## config.mk

```make
export PLATFORM = sky130hd
export DESIGN_NAME = tom_thermal_top
export DESIGN_NICKNAME = d
export VERILOG_FILES = /design/src/hdl/tom_pkg.sv /design/src/hdl/tom_thermal_top.sv /design/src/hdl/tom_divider.sv
export SDC_FILE = /design/constraint.sdc
export NUM_CORES = 2
export LEC_CHECK = 0
export BUFFER_PORTS_ARGS = -buffer_cell sky130_fd_sc_hd__buf_2
export CAP_MARGIN = 30
export CORE_MARGIN = 10
export CORE_UTILIZATION = 64
export CTS_CLUSTER_DIAMETER = 30
export CTS_CLUSTER_SIZE = 14
export DETAILED_ROUTE_END_ITERATION = 10
export GPL_ROUTABILITY_DRIVEN = 1
export PLACE_DENSITY = 0.84
export SLEW_MARGIN = 20
export SYNTH_ARGS = -nofsm -noshare
export SYNTH_HDL_FRONTEND = slang
export SYNTH_SLANG_ARGS = --single-unit
```

## constraint.sdc

```tcl
create_clock -name clock_i -period 14.25 [get_ports clock_i]
set_input_delay 3.5625 -clock clock_i [delete_from_list [all_inputs] [get_ports clock_i]]
set_output_delay 3.5625 -clock clock_i [all_outputs]
set_load 0.005 [all_outputs]
```

## src/hdl/tom_pkg.sv

```systemverilog
// Constants, types and shared layouts of the thermal overload model
package tom_pkg;

   // Timing
   localparam int CLK_FREQ_KHZ = 100000;
   localparam int STEP_TIME_MS = 10;
   localparam int STEP_CYCLES  = STEP_TIME_MS * CLK_FREQ_KHZ;
   localparam int MS_PER_S     = 1000;

   // Widths and fixed-point layout
   localparam int ADDR_W  = 8;
   localparam int DATA_W  = 32;
   localparam int CUR_W   = 16;
   localparam int RISE_W  = 24;
   localparam int FRAC_W  = 12;
   localparam int TEMP_W  = 26;
   localparam int ALPHA_W = 16;
   localparam int NUM_W   = 52;
   localparam int DEN_W   = 32;
   localparam int OUT_SH  = 8;

   // Register offsets
   localparam logic [ADDR_W-1:0] ADDR_CTRL    = 8'h00;
   localparam logic [ADDR_W-1:0] ADDR_IMAX    = 8'h04;
   localparam logic [ADDR_W-1:0] ADDR_TAU     = 8'h08;
   localparam logic [ADDR_W-1:0] ADDR_RISE    = 8'h0c;
   localparam logic [ADDR_W-1:0] ADDR_AMBIENT = 8'h10;
   localparam logic [ADDR_W-1:0] ADDR_ALARM   = 8'h14;
   localparam logic [ADDR_W-1:0] ADDR_TRIP    = 8'h18;
   localparam logic [ADDR_W-1:0] ADDR_RECLOSE = 8'h1c;
   localparam logic [ADDR_W-1:0] ADDR_STATUS  = 8'h20;
   localparam logic [ADDR_W-1:0] ADDR_IRQ_ST  = 8'h24;
   localparam logic [ADDR_W-1:0] ADDR_IRQ_MSK = 8'h28;

   // Control bits
   localparam int CTRL_ENABLE_BIT = 0;
   localparam int CTRL_INIT_BIT   = 1;
   localparam int CTRL_SENSOR_BIT = 2;

   // Interrupt and status flag bits
   localparam int IRQ_W        = 4;
   localparam int IRQ_PICKUP   = 0;
   localparam int IRQ_ALARM    = 1;
   localparam int IRQ_TRIP     = 2;
   localparam int IRQ_RELEASE  = 3;
   localparam int STAT_TEMP_LSB = 16;

   // Reset values of the settings
   localparam logic [15:0] RST_IMAX    = 16'hffff;
   localparam logic [15:0] RST_TAU     = 16'h0258;
   localparam logic [7:0]  RST_RISE    = 8'h3c;
   localparam logic [8:0]  RST_AMBIENT = 9'h000;
   localparam logic [7:0]  RST_ALARM   = 8'h32;
   localparam logic [7:0]  RST_TRIP    = 8'h3c;
   localparam logic [7:0]  RST_RECLOSE = 8'h28;

   // Register port request
   typedef struct packed {
      logic [ADDR_W-1:0] addr;
      logic [DATA_W-1:0] wdata;
      logic              wr;
      logic              rd;
   } tom_bus_req_t;

   // Three phase current magnitudes, index 0 = phase A
   typedef logic [2:0][CUR_W-1:0] tom_currents_t;

   // Settings held by the register file
   typedef struct packed {
      logic              enable;
      logic              steady_state_init_option;
      logic              ambient_sensor_option;
      logic [15:0]       imax;
      logic [15:0]       tau_s;
      logic [7:0]        rated_rise_setting;
      logic signed [8:0] manual_ambient_setting;
      logic [7:0]        alarm_threshold;
      logic [7:0]        trip_threshold;
      logic [7:0]        reclose_threshold;
   } tom_settings_t;

   // Update sequencer states, Gray along idle-alpha-phases-evaluate
   typedef enum logic [1:0] {
      S_IDLE  = 2'b00,
      S_ALPHA = 2'b01,
      S_SS    = 2'b11,
      S_EVAL  = 2'b10
   } tom_state_t;

endpackage

```

## src/hdl/tom_thermal_top.sv

```systemverilog
// Three-phase thermal overload model with register port and interrupt
`timescale 1ns/1ps
`default_nettype none
module tom_thermal_top import tom_pkg::*; #(
   parameter int unsigned STEP_CYCLES_P = STEP_CYCLES
) (
   // Clock and reset
   input  wire logic               clock_i,
   input  wire logic               rst_n_i,
   // Register port
   input  wire tom_bus_req_t       bus_i,
   output logic [DATA_W-1:0]       rdata_o,
   // Measurements and block
   input  wire tom_currents_t      phase_current_i,
   input  wire logic signed [15:0] ambient_sensor_input_i,
   input  wire logic               block_i,
   // Protection outputs
   output logic                    pickup_o,
   output logic                    alarm_o,
   output logic                    trip_o,
   output logic                    reclose_inhibit_out_o,
   output logic signed [15:0]      model_temperature_out_o,
   // Interrupt
   output logic                    irq_o
);
   tom_settings_t            set_reg;
   tom_state_t               state_reg;
   logic [1:0]               ph_reg;
   logic                     div_go_reg;
   logic [ALPHA_W-1:0]       alpha_reg;
   logic [RISE_W-1:0]        rise_reg [3];
   logic [RISE_W-1:0]        ss_reg [3];
   logic signed [TEMP_W-1:0] model_reg;
   logic                     init_pend_reg;
   logic                     valid_reg;
   logic                     inhibit_reg;
   logic [31:0]              tick_cnt_reg;
   logic                     tick_reg;
   logic [IRQ_W-1:0]         irq_st_reg;
   logic [IRQ_W-1:0]         irq_msk_reg;
   logic [NUM_W-1:0]         div_quot;
   logic                     div_done;

   // Step tick; the update factor assumes this interval is STEP_TIME_MS
   always_ff @(posedge clock_i or negedge rst_n_i) begin
      if (!rst_n_i) begin
         tick_cnt_reg <= '0;
         tick_reg     <= 1'b0;
      end else begin
         tick_reg     <= tick_cnt_reg == STEP_CYCLES_P - 1;
         tick_cnt_reg <= (tick_cnt_reg == STEP_CYCLES_P - 1) ? '0 : tick_cnt_reg + 32'h1;
      end
   end

   // Divider operands: alpha in state S_ALPHA, steady-state rise per phase otherwise
   wire [CUR_W-1:0]   cur_sel   = phase_current_i[ph_reg];
   wire [31:0]        cur_sq    = cur_sel * cur_sel;
   wire [39:0]        ss_prod   = cur_sq * set_reg.rated_rise_setting;
   wire [NUM_W-1:0]   ss_num    = {ss_prod, {FRAC_W{1'b0}}};
   wire [DEN_W-1:0]   imax_sq   = DEN_W'(set_reg.imax) * DEN_W'(set_reg.imax);
   wire [NUM_W-1:0]   alpha_num = NUM_W'(STEP_TIME_MS) << ALPHA_W;
   wire [DEN_W-1:0]   tau_ms    = DEN_W'(set_reg.tau_s) * DEN_W'(MS_PER_S);
   wire               in_alpha  = state_reg == S_ALPHA;
   wire [NUM_W-1:0]   div_num   = in_alpha ? alpha_num : ss_num;
   wire [DEN_W-1:0]   div_den   = in_alpha ? tau_ms : imax_sq;

   tom_divider u_div (
      .clock_i (clock_i),
      .rst_n_i (rst_n_i),
      .start_i (div_go_reg),
      .num_i   (div_num),
      .den_i   (div_den),
      .quot_o  (div_quot),
      .done_o  (div_done)
   );

   // Update factor 1-exp(-x) taken as x - x*x/2; third-order error is negligible for step << tau
   wire [ALPHA_W-1:0] x_q       = (|div_quot[NUM_W-1:ALPHA_W]) ? '1 : div_quot[ALPHA_W-1:0];
   wire [31:0]        x_sq      = x_q * x_q;
   wire [ALPHA_W-1:0] alpha_new = x_q - ALPHA_W'(x_sq >> (ALPHA_W + 1));

   // Per-phase exponential step; rise carries FRAC_W fraction bits, so only rising steps under one fraction LSB stall
   wire [RISE_W-1:0]        ss_q     = (|div_quot[NUM_W-1:RISE_W]) ? '1 : div_quot[RISE_W-1:0];
   wire [RISE_W-1:0]        rise_cur = rise_reg[ph_reg];
   wire signed [RISE_W:0]   diff     = $signed({1'b0, ss_q}) - $signed({1'b0, rise_cur});
   wire signed [41:0]       prod     = diff * $signed({1'b0, alpha_reg});
   wire signed [TEMP_W-1:0] delta    = TEMP_W'(prod >>> ALPHA_W);
   wire signed [TEMP_W-1:0] sum      = $signed({2'b00, rise_cur}) + delta;
   wire [RISE_W-1:0]        init_val = set_reg.steady_state_init_option ? ss_q : '0;
   wire [RISE_W-1:0]        rise_new = init_pend_reg ? init_val : sum[RISE_W-1:0];
   // A done pulse beside a fresh start belongs to a division cut off by disable
   wire                     div_fresh = div_done && !div_go_reg;
   wire                     upd      = state_reg == S_SS && div_fresh;

   // Phase state, cleared while the function is off
   for (genvar p = 0; p < 3; p++) begin : g_phase
      always_ff @(posedge clock_i or negedge rst_n_i) begin
         if (!rst_n_i) begin
            rise_reg[p] <= '0;
            ss_reg[p]   <= '0;
         end else if (!set_reg.enable) begin
            rise_reg[p] <= '0;
            ss_reg[p]   <= '0;
         end else if (upd && ph_reg == 2'(p)) begin
            rise_reg[p] <= rise_new;
            ss_reg[p]   <= ss_q;
         end
      end
   end

   // Ambient selection in the signed Q.FRAC_W domain
   wire signed [TEMP_W-1:0] amb_sensor = {{2{ambient_sensor_input_i[15]}}, ambient_sensor_input_i, 8'h00};
   wire signed [TEMP_W-1:0] amb_manual = {{5{set_reg.manual_ambient_setting[8]}},
                                          set_reg.manual_ambient_setting, 12'h000};
   wire signed [TEMP_W-1:0] amb_q = set_reg.ambient_sensor_option ? amb_sensor : amb_manual;

   // Absolute thresholds, compared against rise plus ambient
   wire signed [TEMP_W-1:0] alarm_q   = {6'h00, set_reg.alarm_threshold, 12'h000};
   wire signed [TEMP_W-1:0] trip_q    = {6'h00, set_reg.trip_threshold, 12'h000};
   wire signed [TEMP_W-1:0] reclose_q = {6'h00, set_reg.reclose_threshold, 12'h000};

   // Hottest phase plus ambient
   wire [RISE_W-1:0] max_ab = (rise_reg[0] > rise_reg[1]) ? rise_reg[0] : rise_reg[1];
   wire [RISE_W-1:0] max_r  = (max_ab > rise_reg[2]) ? max_ab : rise_reg[2];
   wire signed [TEMP_W-1:0] model_new = $signed({2'b00, max_r}) + amb_q;

   // Sequencer: alpha once per step, then the three phases, then evaluate
   always_ff @(posedge clock_i or negedge rst_n_i) begin
      if (!rst_n_i) begin
         state_reg     <= S_IDLE;
         ph_reg        <= 2'h0;
         div_go_reg    <= 1'b0;
         alpha_reg     <= '0;
         model_reg     <= '0;
         init_pend_reg <= 1'b1;
         valid_reg     <= 1'b0;
      end else if (!set_reg.enable) begin
         state_reg     <= S_IDLE;
         ph_reg        <= 2'h0;
         div_go_reg    <= 1'b0;
         model_reg     <= '0;
         init_pend_reg <= 1'b1;
         valid_reg     <= 1'b0;
      end else begin
         div_go_reg <= 1'b0;
         case (state_reg)
            S_IDLE: begin
               if (tick_reg || init_pend_reg) begin
                  state_reg  <= S_ALPHA;
                  div_go_reg <= 1'b1;
               end
            end
            S_ALPHA: begin
               if (div_fresh) begin
                  alpha_reg  <= alpha_new;
                  state_reg  <= S_SS;
                  ph_reg     <= 2'h0;
                  div_go_reg <= 1'b1;
               end
            end
            S_SS: begin
               if (div_fresh) begin
                  if (ph_reg == 2'h2) begin
                     state_reg <= S_EVAL;
                  end else begin
                     ph_reg     <= ph_reg + 2'h1;
                     div_go_reg <= 1'b1;
                  end
               end
            end
            S_EVAL: begin
               model_reg     <= model_new;
               valid_reg     <= 1'b1;
               init_pend_reg <= 1'b0;
               state_reg     <= S_IDLE;
            end
            default: state_reg <= S_IDLE;
         endcase
      end
   end

   // Protection conditions: pickup from steady-state rise plus ambient, the rest from the last evaluated model
   logic [2:0] ss_hot;
   for (genvar p = 0; p < 3; p++) begin : g_pickup
      assign ss_hot[p] = ($signed({2'b00, ss_reg[p]}) + amb_q) > trip_q;
   end
   wire pickup_c = valid_reg && (|ss_hot);
   wire alarm_c  = valid_reg && model_reg > alarm_q;
   wire trip_c   = valid_reg && model_reg > trip_q;
   wire cool_c   = model_reg < reclose_q;

   // Reclose inhibit latch keeps running under block; the function off clears it
   always_ff @(posedge clock_i or negedge rst_n_i) begin
      if (!rst_n_i) begin
         inhibit_reg <= 1'b0;
      end else if (!set_reg.enable) begin
         inhibit_reg <= 1'b0;
      end else if (trip_c) begin
         inhibit_reg <= 1'b1;
      end else if (cool_c) begin
         inhibit_reg <= 1'b0;
      end
   end

   // Output values; block masks only the digital outputs
   wire       live      = set_reg.enable && !block_i;
   wire [3:0] out_next  = {inhibit_reg, trip_c, alarm_c, pickup_c} & {4{live}};
   wire [3:0] out_cur   = {reclose_inhibit_out_o, trip_o, alarm_o, pickup_o};
   wire [2:0] t_hi      = model_reg[TEMP_W-1:TEMP_W-3];
   wire       t_fits    = t_hi == 3'h0 || t_hi == 3'h7;
   wire [15:0] t_sat    = model_reg[TEMP_W-1] ? 16'h8000 : 16'h7fff;
   wire [15:0] t_out    = t_fits ? model_reg[OUT_SH+15:OUT_SH] : t_sat;

   // Interrupt events: rising pickup, alarm, trip; falling reclose inhibit
   wire [IRQ_W-1:0] evt = {out_cur[3] & ~out_next[3], out_next[2:0] & ~out_cur[2:0]};

   // Register decode
   wire wr_ctrl  = bus_i.wr && bus_i.addr == ADDR_CTRL;
   wire wr_imax  = bus_i.wr && bus_i.addr == ADDR_IMAX;
   wire wr_tau   = bus_i.wr && bus_i.addr == ADDR_TAU;
   wire wr_rise  = bus_i.wr && bus_i.addr == ADDR_RISE;
   wire wr_amb   = bus_i.wr && bus_i.addr == ADDR_AMBIENT;
   wire wr_alarm = bus_i.wr && bus_i.addr == ADDR_ALARM;
   wire wr_trip  = bus_i.wr && bus_i.addr == ADDR_TRIP;
   wire wr_recl  = bus_i.wr && bus_i.addr == ADDR_RECLOSE;
   wire wr_ist   = bus_i.wr && bus_i.addr == ADDR_IRQ_ST;
   wire wr_imsk  = bus_i.wr && bus_i.addr == ADDR_IRQ_MSK;

   // Sticky status: an event in the clearing cycle survives
   wire [IRQ_W-1:0] ist_clr  = wr_ist ? bus_i.wdata[IRQ_W-1:0] : '0;
   wire [IRQ_W-1:0] ist_next = (irq_st_reg & ~ist_clr) | evt;

   // Read mux; unmapped addresses read zero
   wire [DATA_W-1:0] ctrl_rd = {29'h0, set_reg.ambient_sensor_option,
                                set_reg.steady_state_init_option, set_reg.enable};
   wire [DATA_W-1:0] stat_rd = {model_temperature_out_o, 12'h0, out_cur};
   logic [DATA_W-1:0] rd_mux;
   always_comb begin
      case (bus_i.addr)
         ADDR_CTRL:    rd_mux = ctrl_rd;
         ADDR_IMAX:    rd_mux = {16'h0, set_reg.imax};
         ADDR_TAU:     rd_mux = {16'h0, set_reg.tau_s};
         ADDR_RISE:    rd_mux = {24'h0, set_reg.rated_rise_setting};
         ADDR_AMBIENT: rd_mux = {23'h0, set_reg.manual_ambient_setting};
         ADDR_ALARM:   rd_mux = {24'h0, set_reg.alarm_threshold};
         ADDR_TRIP:    rd_mux = {24'h0, set_reg.trip_threshold};
         ADDR_RECLOSE: rd_mux = {24'h0, set_reg.reclose_threshold};
         ADDR_STATUS:  rd_mux = stat_rd;
         ADDR_IRQ_ST:  rd_mux = {28'h0, irq_st_reg};
         ADDR_IRQ_MSK: rd_mux = {28'h0, irq_msk_reg};
         default:      rd_mux = '0;
      endcase
   end

   // Settings registers
   always_ff @(posedge clock_i or negedge rst_n_i) begin
      if (!rst_n_i) begin
         set_reg.enable                   <= 1'b0;
         set_reg.steady_state_init_option <= 1'b0;
         set_reg.ambient_sensor_option    <= 1'b0;
         set_reg.imax                     <= RST_IMAX;
         set_reg.tau_s                    <= RST_TAU;
         set_reg.rated_rise_setting       <= RST_RISE;
         set_reg.manual_ambient_setting   <= RST_AMBIENT;
         set_reg.alarm_threshold          <= RST_ALARM;
         set_reg.trip_threshold           <= RST_TRIP;
         set_reg.reclose_threshold        <= RST_RECLOSE;
         irq_msk_reg                      <= '0;
      end else begin
         if (wr_ctrl) begin
            set_reg.enable                   <= bus_i.wdata[CTRL_ENABLE_BIT];
            set_reg.steady_state_init_option <= bus_i.wdata[CTRL_INIT_BIT];
            set_reg.ambient_sensor_option    <= bus_i.wdata[CTRL_SENSOR_BIT];
         end
         if (wr_imax)  set_reg.imax                   <= bus_i.wdata[15:0];
         if (wr_tau)   set_reg.tau_s                  <= bus_i.wdata[15:0];
         if (wr_rise)  set_reg.rated_rise_setting     <= bus_i.wdata[7:0];
         if (wr_amb)   set_reg.manual_ambient_setting <= bus_i.wdata[8:0];
         if (wr_alarm) set_reg.alarm_threshold        <= bus_i.wdata[7:0];
         if (wr_trip)  set_reg.trip_threshold         <= bus_i.wdata[7:0];
         if (wr_recl)  set_reg.reclose_threshold      <= bus_i.wdata[7:0];
         if (wr_imsk)  irq_msk_reg                    <= bus_i.wdata[IRQ_W-1:0];
      end
   end

   // Output flops
   always_ff @(posedge clock_i or negedge rst_n_i) begin
      if (!rst_n_i) begin
         {reclose_inhibit_out_o, trip_o, alarm_o, pickup_o} <= 4'h0;
         model_temperature_out_o <= '0;
         irq_st_reg              <= '0;
         irq_o                   <= 1'b0;
         rdata_o                 <= '0;
      end else begin
         {reclose_inhibit_out_o, trip_o, alarm_o, pickup_o} <= out_next;
         model_temperature_out_o <= t_out;
         irq_st_reg              <= ist_next;
         irq_o                   <= |(ist_next & irq_msk_reg);
         rdata_o                 <= bus_i.rd ? rd_mux : '0;
      end
   end

   // Checks
   a_off_quiet: assert property (@(posedge clock_i) disable iff (!rst_n_i)
      !set_reg.enable |=> !pickup_o && !alarm_o && !trip_o && !reclose_inhibit_out_o)
      else $error("outputs active while function off");
   a_block_quiet: assert property (@(posedge clock_i) disable iff (!rst_n_i)
      block_i |=> !pickup_o && !alarm_o && !trip_o && !reclose_inhibit_out_o)
      else $error("outputs active while blocked");
   a_alarm_level: assert property (@(posedge clock_i) disable iff (!rst_n_i)
      (live && valid_reg) |=> alarm_o == ($past(model_reg) > $past(alarm_q)))
      else $error("alarm disagrees with model temperature");
   a_trip_level: assert property (@(posedge clock_i) disable iff (!rst_n_i)
      (live && valid_reg && model_reg > trip_q) |=> trip_o ##1 (reclose_inhibit_out_o || !$past(live)))
      else $error("trip or reclose inhibit missing above trip threshold");
   a_pickup_ss: assert property (@(posedge clock_i) disable iff (!rst_n_i)
      (live && valid_reg && ($signed({2'b00, ss_reg[0]}) + amb_q) > trip_q) |=> pickup_o)
      else $error("pickup missing for hot phase A");
   a_inhibit_hold: assert property (@(posedge clock_i) disable iff (!rst_n_i)
      (inhibit_reg && set_reg.enable && !cool_c) |=> inhibit_reg)
      else $error("reclose inhibit released above reclose threshold");
   a_model_sum: assert property (@(posedge clock_i) disable iff (!rst_n_i)
      (state_reg == S_EVAL && set_reg.enable) |=> model_reg == $past(model_new))
      else $error("model temperature not max rise plus ambient");
   a_init_cold: assert property (@(posedge clock_i) disable iff (!rst_n_i)
      (upd && set_reg.enable && ph_reg == 2'h0 && init_pend_reg && !set_reg.steady_state_init_option)
      |=> rise_reg[0] == '0)
      else $error("cold start did not zero the rise");
   a_init_warm: assert property (@(posedge clock_i) disable iff (!rst_n_i)
      (upd && set_reg.enable && ph_reg == 2'h0 && init_pend_reg && set_reg.steady_state_init_option)
      |=> rise_reg[0] == $past(ss_q))
      else $error("warm start did not load the steady-state rise");
   a_tick_start: assert property (@(posedge clock_i) disable iff (!rst_n_i)
      (tick_reg && set_reg.enable && state_reg == S_IDLE) |=> state_reg == S_ALPHA && div_go_reg)
      else $error("step tick did not start the update");
   a_trip_latch: assert property (@(posedge clock_i) disable iff (!rst_n_i)
      (trip_c && set_reg.enable) |=> inhibit_reg)
      else $error("reclose inhibit not set by trip");
   a_cool_release: assert property (@(posedge clock_i) disable iff (!rst_n_i)
      (set_reg.enable && !trip_c && cool_c) |=> !inhibit_reg)
      else $error("reclose inhibit held below reclose threshold");
   a_enable_clear: assert property (@(posedge clock_i) disable iff (!rst_n_i)
      !set_reg.enable |=> rise_reg[0] == '0 && model_reg == '0 && !inhibit_reg)
      else $error("model state kept while function off");

endmodule // tom_thermal_top
`default_nettype wire

```

## src/hdl/tom_divider.sv

```systemverilog
// Serial restoring divider shared by the model update sequence
`timescale 1ns/1ps
`default_nettype none
module tom_divider import tom_pkg::*; (
   // Clock and reset
   input  wire logic             clock_i,
   input  wire logic             rst_n_i,
   // Operands
   input  wire logic             start_i,
   input  wire logic [NUM_W-1:0] num_i,
   input  wire logic [DEN_W-1:0] den_i,
   // Result
   output logic      [NUM_W-1:0] quot_o,
   output logic                  done_o
);
   localparam int CNT_W = $clog2(NUM_W + 1);

   logic [DEN_W:0]   rem_reg;
   logic [NUM_W-1:0] q_reg;
   logic [DEN_W-1:0] den_reg;
   logic [CNT_W-1:0] cnt_reg;

   // One quotient bit per cycle; a zero divisor yields all ones, read as saturation
   wire [DEN_W:0] trial    = {rem_reg[DEN_W-1:0], q_reg[NUM_W-1]};
   wire           fits     = trial >= {1'b0, den_reg};
   wire [DEN_W:0] rem_next = fits ? trial - {1'b0, den_reg} : trial;
   wire           busy     = cnt_reg != '0;

   always_ff @(posedge clock_i or negedge rst_n_i) begin
      if (!rst_n_i) begin
         rem_reg <= '0;
         q_reg   <= '0;
         den_reg <= '0;
         cnt_reg <= '0;
         done_o  <= 1'b0;
      end else if (start_i) begin
         rem_reg <= '0;
         q_reg   <= num_i;
         den_reg <= den_i;
         cnt_reg <= CNT_W'(NUM_W);
         done_o  <= 1'b0;
      end else begin
         done_o <= busy && cnt_reg == CNT_W'(1);
         if (busy) begin
            rem_reg <= rem_next;
            q_reg   <= {q_reg[NUM_W-2:0], fits};
            cnt_reg <= cnt_reg - CNT_W'(1);
         end
      end
   end

   assign quot_o = q_reg;

endmodule // tom_divider
`default_nettype wire

```

==> out/metrics.cfg <==
[status]
status = complete, no violations

[worst_setup_path]
critPathTopFamily = adder cells
start_kind = input port
path_max_fanout = 6
required_ns = 14.81
worstPathBufferInverterCount = 11
slowest_stage = fa_1
crit_path_end_kind = flip-flop
r2r-start = u_div.quot_o[25]
arrival_ns = 14.17
crit_start = phase_current_i[34]
cpMostUsedCell = fa_1
path_class = input port to flip-flop
worst_path_largest_cell_delay_ns = 0.55

[placed_design]
routabilityCongestion = 0.982
dp_hpwl_um = 162000
io_buffers = 145

[cts]
cts_setup_buffers = 0
cts_hold_buf = 0
clk_pin_slew_worst_paths_ns = 0.05
worstSkewPairLatency_ns = 0.71
cts_made_buffers = 108
cts_buffer_depth = 3
clock-sinks = 486
cts_tree = yes
clock_tree.root_cell = clkbuf_16
htreeDepth = 3
cts_resized = 0

[grt]
grt_max_degree = 123
grt_pass1_vias = 66200
antenna_found_initial = 9
grt-ovfl-total = 0
track_usage = 0.319
grt_pass1_wl_um = 339000

[timing]
timing_hold_violations_final = 0
worstMarginPinSlew_ns = 1.02
setup_viol = 0
maxSlewHeadroom = 0.321
finClkSkew_ns = 0.0632
min_period_ns = 13.61
rsz0062_at_grt = false
max_freq_mhz = 73.5
fin_crit_sh = 0.955
slew_viol_final = 0
final.setup.tns_ns = 0

[synth]
synth_top_area_frac = 0.291
ys_seq_area_frac = 0.162
synth_top_flop_cell = dfrtp_1
syn_nets = 10400
async_flop_share = 1.00
synth.area.top_cells = fa_1, dfrtp_1, ha_1, inv_1, nand2_1
synth-edff-count = 0
syn-instance-count = 8419
synth.distinct_cells = 93
yosysWarnings = 0
yosysTopAreaCell = fa_1
ys_seq_elements = 486
synthesis.area_mm2 = 0.0754
synth_area_per_cell_um2 = 8.96

[routing]
drt-initial-drc-count = 5530
ant_nets = 0
wirelength_um = 209000
via_count = 61500
routed_via_density = 6.02
wl_per_cell_um = 20.5
drc = 0
dr.pass1.iters = 8

[die]
rows = 125
core_mm2 = 0.117
die_w_um = 363
io_pins = 162
die_y_um = 363
dieArea_mm2 = 0.132
start_util = 0.647

[job]
maxCapViolations = 0

[power]
ir_drop_uv = 274
cellLeakagePower_nw = 42.9
finalPower_mw = 11.3
p_per_area_mw_per_mm2 = 136

[finish]
nets = 10600
area_delta_synth_final_pct = 9.70
layout-drive-gt1-share = 0.0918
fillCellCount = 8219

[hold_path]
hold_path_class = flip-flop to flip-flop
hp-start = alpha_reg[2]

[synth_stat cells, types with 10 or more instances]
| cell | number |
|---|---|
| and2_1 | 389 |
| fa_1 | 1097 |
| a31oi_1 | 25 |
| nor3b_1 | 11 |
| nand3b_1 | 14 |
| clkinv_1 | 15 |
| buf_1 | 17 |
| xnor2_1 | 199 |
| o21ai_1 | 10 |
| mux2i_1 | 103 |
| nor4_1 | 38 |
| o21a_1 | 69 |
| nor3_1 | 107 |
| nand2b_1 | 66 |
| o22ai_1 | 54 |
| nand3_1 | 93 |
| a31o_2 | 10 |
| o21bai_1 | 35 |
| a211o_1 | 13 |
| a221oi_1 | 10 |
| dfrtp_1 | 452 |
| inv_1 | 1598 |
| ha_1 | 771 |
| nand4_1 | 42 |
| and3_1 | 41 |
| nor2_1 | 611 |
| or3_1 | 22 |
| o31ai_1 | 31 |
| a311o_1 | 10 |
| clkbuf_1 | 267 |
| a22oi_1 | 24 |
| o21ai_0 | 272 |
| or2_2 | 26 |
| dfstp_2 | 34 |
| xor2_1 | 108 |
| a21oi_1 | 311 |
| a21boi_0 | 17 |
| a211oi_1 | 136 |
| o211ai_1 | 38 |
| nor2b_1 | 66 |
| mux2_2 | 123 |
| a21o_1 | 117 |
| nand2_1 | 791 |
[per-stage QoR]
stage               instances  utilization  area, um^2  hold slack (ns)  setup WS (ns)
finish                  10200        0.709       82700            0.475          0.639
global route            10200        0.709       82700            0.514         0.0366
CTS                     10200        0.708       82600            0.482          0.475
detailed placement      10000        0.674       78700            0.472         -0.204
global placement         9999        0.674       78600            0.459         0.0150
floorplan                8419            -       75400            0.443         0.0581
[kinds of logic (layout without fill, tap and decap cells)]
| group | Yosys count | in the layout | share of synthesized area |
|---|---|---|---|
| AND/OR/NAND/NOR | 2345 | 2345 | 0.146 |
| buffers and inverters | 1908 | 2182 | 0.0953 |
| adder cells (fa/ha/maj) | 1869 | 1869 | 0.419 |
| AO/OA/AOI/OAI | 1277 | 1277 | 0.110 |
| flip-flops | 486 | 486 | 0.162 |
| XOR/XNOR | 308 | 308 | 0.0359 |
| multiplexers | 226 | 226 | 0.0320 |
| other | 0 | 7 | 0 |
[path summary, 6_finish.rpt]
path / end / slack [ns] / depth (start not counted)
min: alpha_reg[2] / 0.48 / 2
max in group asynchronous: rdata_o[21] / 8.85 / 4
min in group asynchronous: ss_reg[1] / 2.92 / 1
max reg2reg: rise_reg[71] / 0.85 / 47
min reg2reg: alpha_reg[2] / 0.48 / 2
max: u_div.quot_o[50] / 0.64 / 46
[worst reg2reg max path: cells and delay by family (launching register included)]
kind	cells	cell delay, ns
buffers and inverters	4	0.28
muxes	1	0.32
DFF	1	0.43
xor gates and xnor gates	3	1.05
adders and majority gates	9	3.96
and+or+nand+nor	12	3.75
AOI/OAI and AO/OA	18	3.50
[report_power, final]
part	internal, mW	switching (mW)	leakage, nW
registers	1.55	0.185	6.44
clock network	1.73	0.911	1.86
logic	2.87	4.02	34.6
total	6.16	5.12	42.9
[cell usage in the layout (no fill, tap or decap), types with 35 or more instances in the layout]
master / instances
ha_1: 771
nand3_1: 92
xnor2_1: 191
and2_1: 386
clkbuf_16: 109
o22ai_1: 54
and3_1: 41
fa_1: 1097
mux2i_1: 103
buf_2: 145
o211ai_1: 38
o21a_1: 69
nor4_1: 37
buf_4: 208
a211oi_1: 135
nor2b_1: 66
inv_1: 1597
a21o_1: 117
xor2_1: 108
nor2_1: 609
a21oi_1: 307
nand2_1: 791
nand2b_1: 66
dfrtp_1: 449
nand4_1: 42
nor3_1: 105
o21bai_1: 35
mux2_2: 123
o21ai_0: 272
[per-layer routing]
layer | track usage | part of all wire
met5 | 0 | 0
met4 | 0.163 | 0.056
met3 | 0.0839 | 0.11
met2 | 0.515 | 0.46
met1 | 0.395 | 0.37
[area by class of cell]
type / count / area, um^2 / area share
Clock buffer: 130 / 2950 / 0.0356
Multi-Input combinational cell: 6025 / 56200 / 0.679
Tap cell: 1524 / 1910 / 0.0230
Timing Repair Buffer: 364 / 2500 / 0.0303
Antenna cell: 7 / 17.5 / 0.000212
Clock inverter: 74 / 952 / 0.0115
Sequential cell: 486 / 12200 / 0.148
Inverter: 1614 / 6060 / 0.0732
Note: power is estimated with default switching activity, not from simulation.
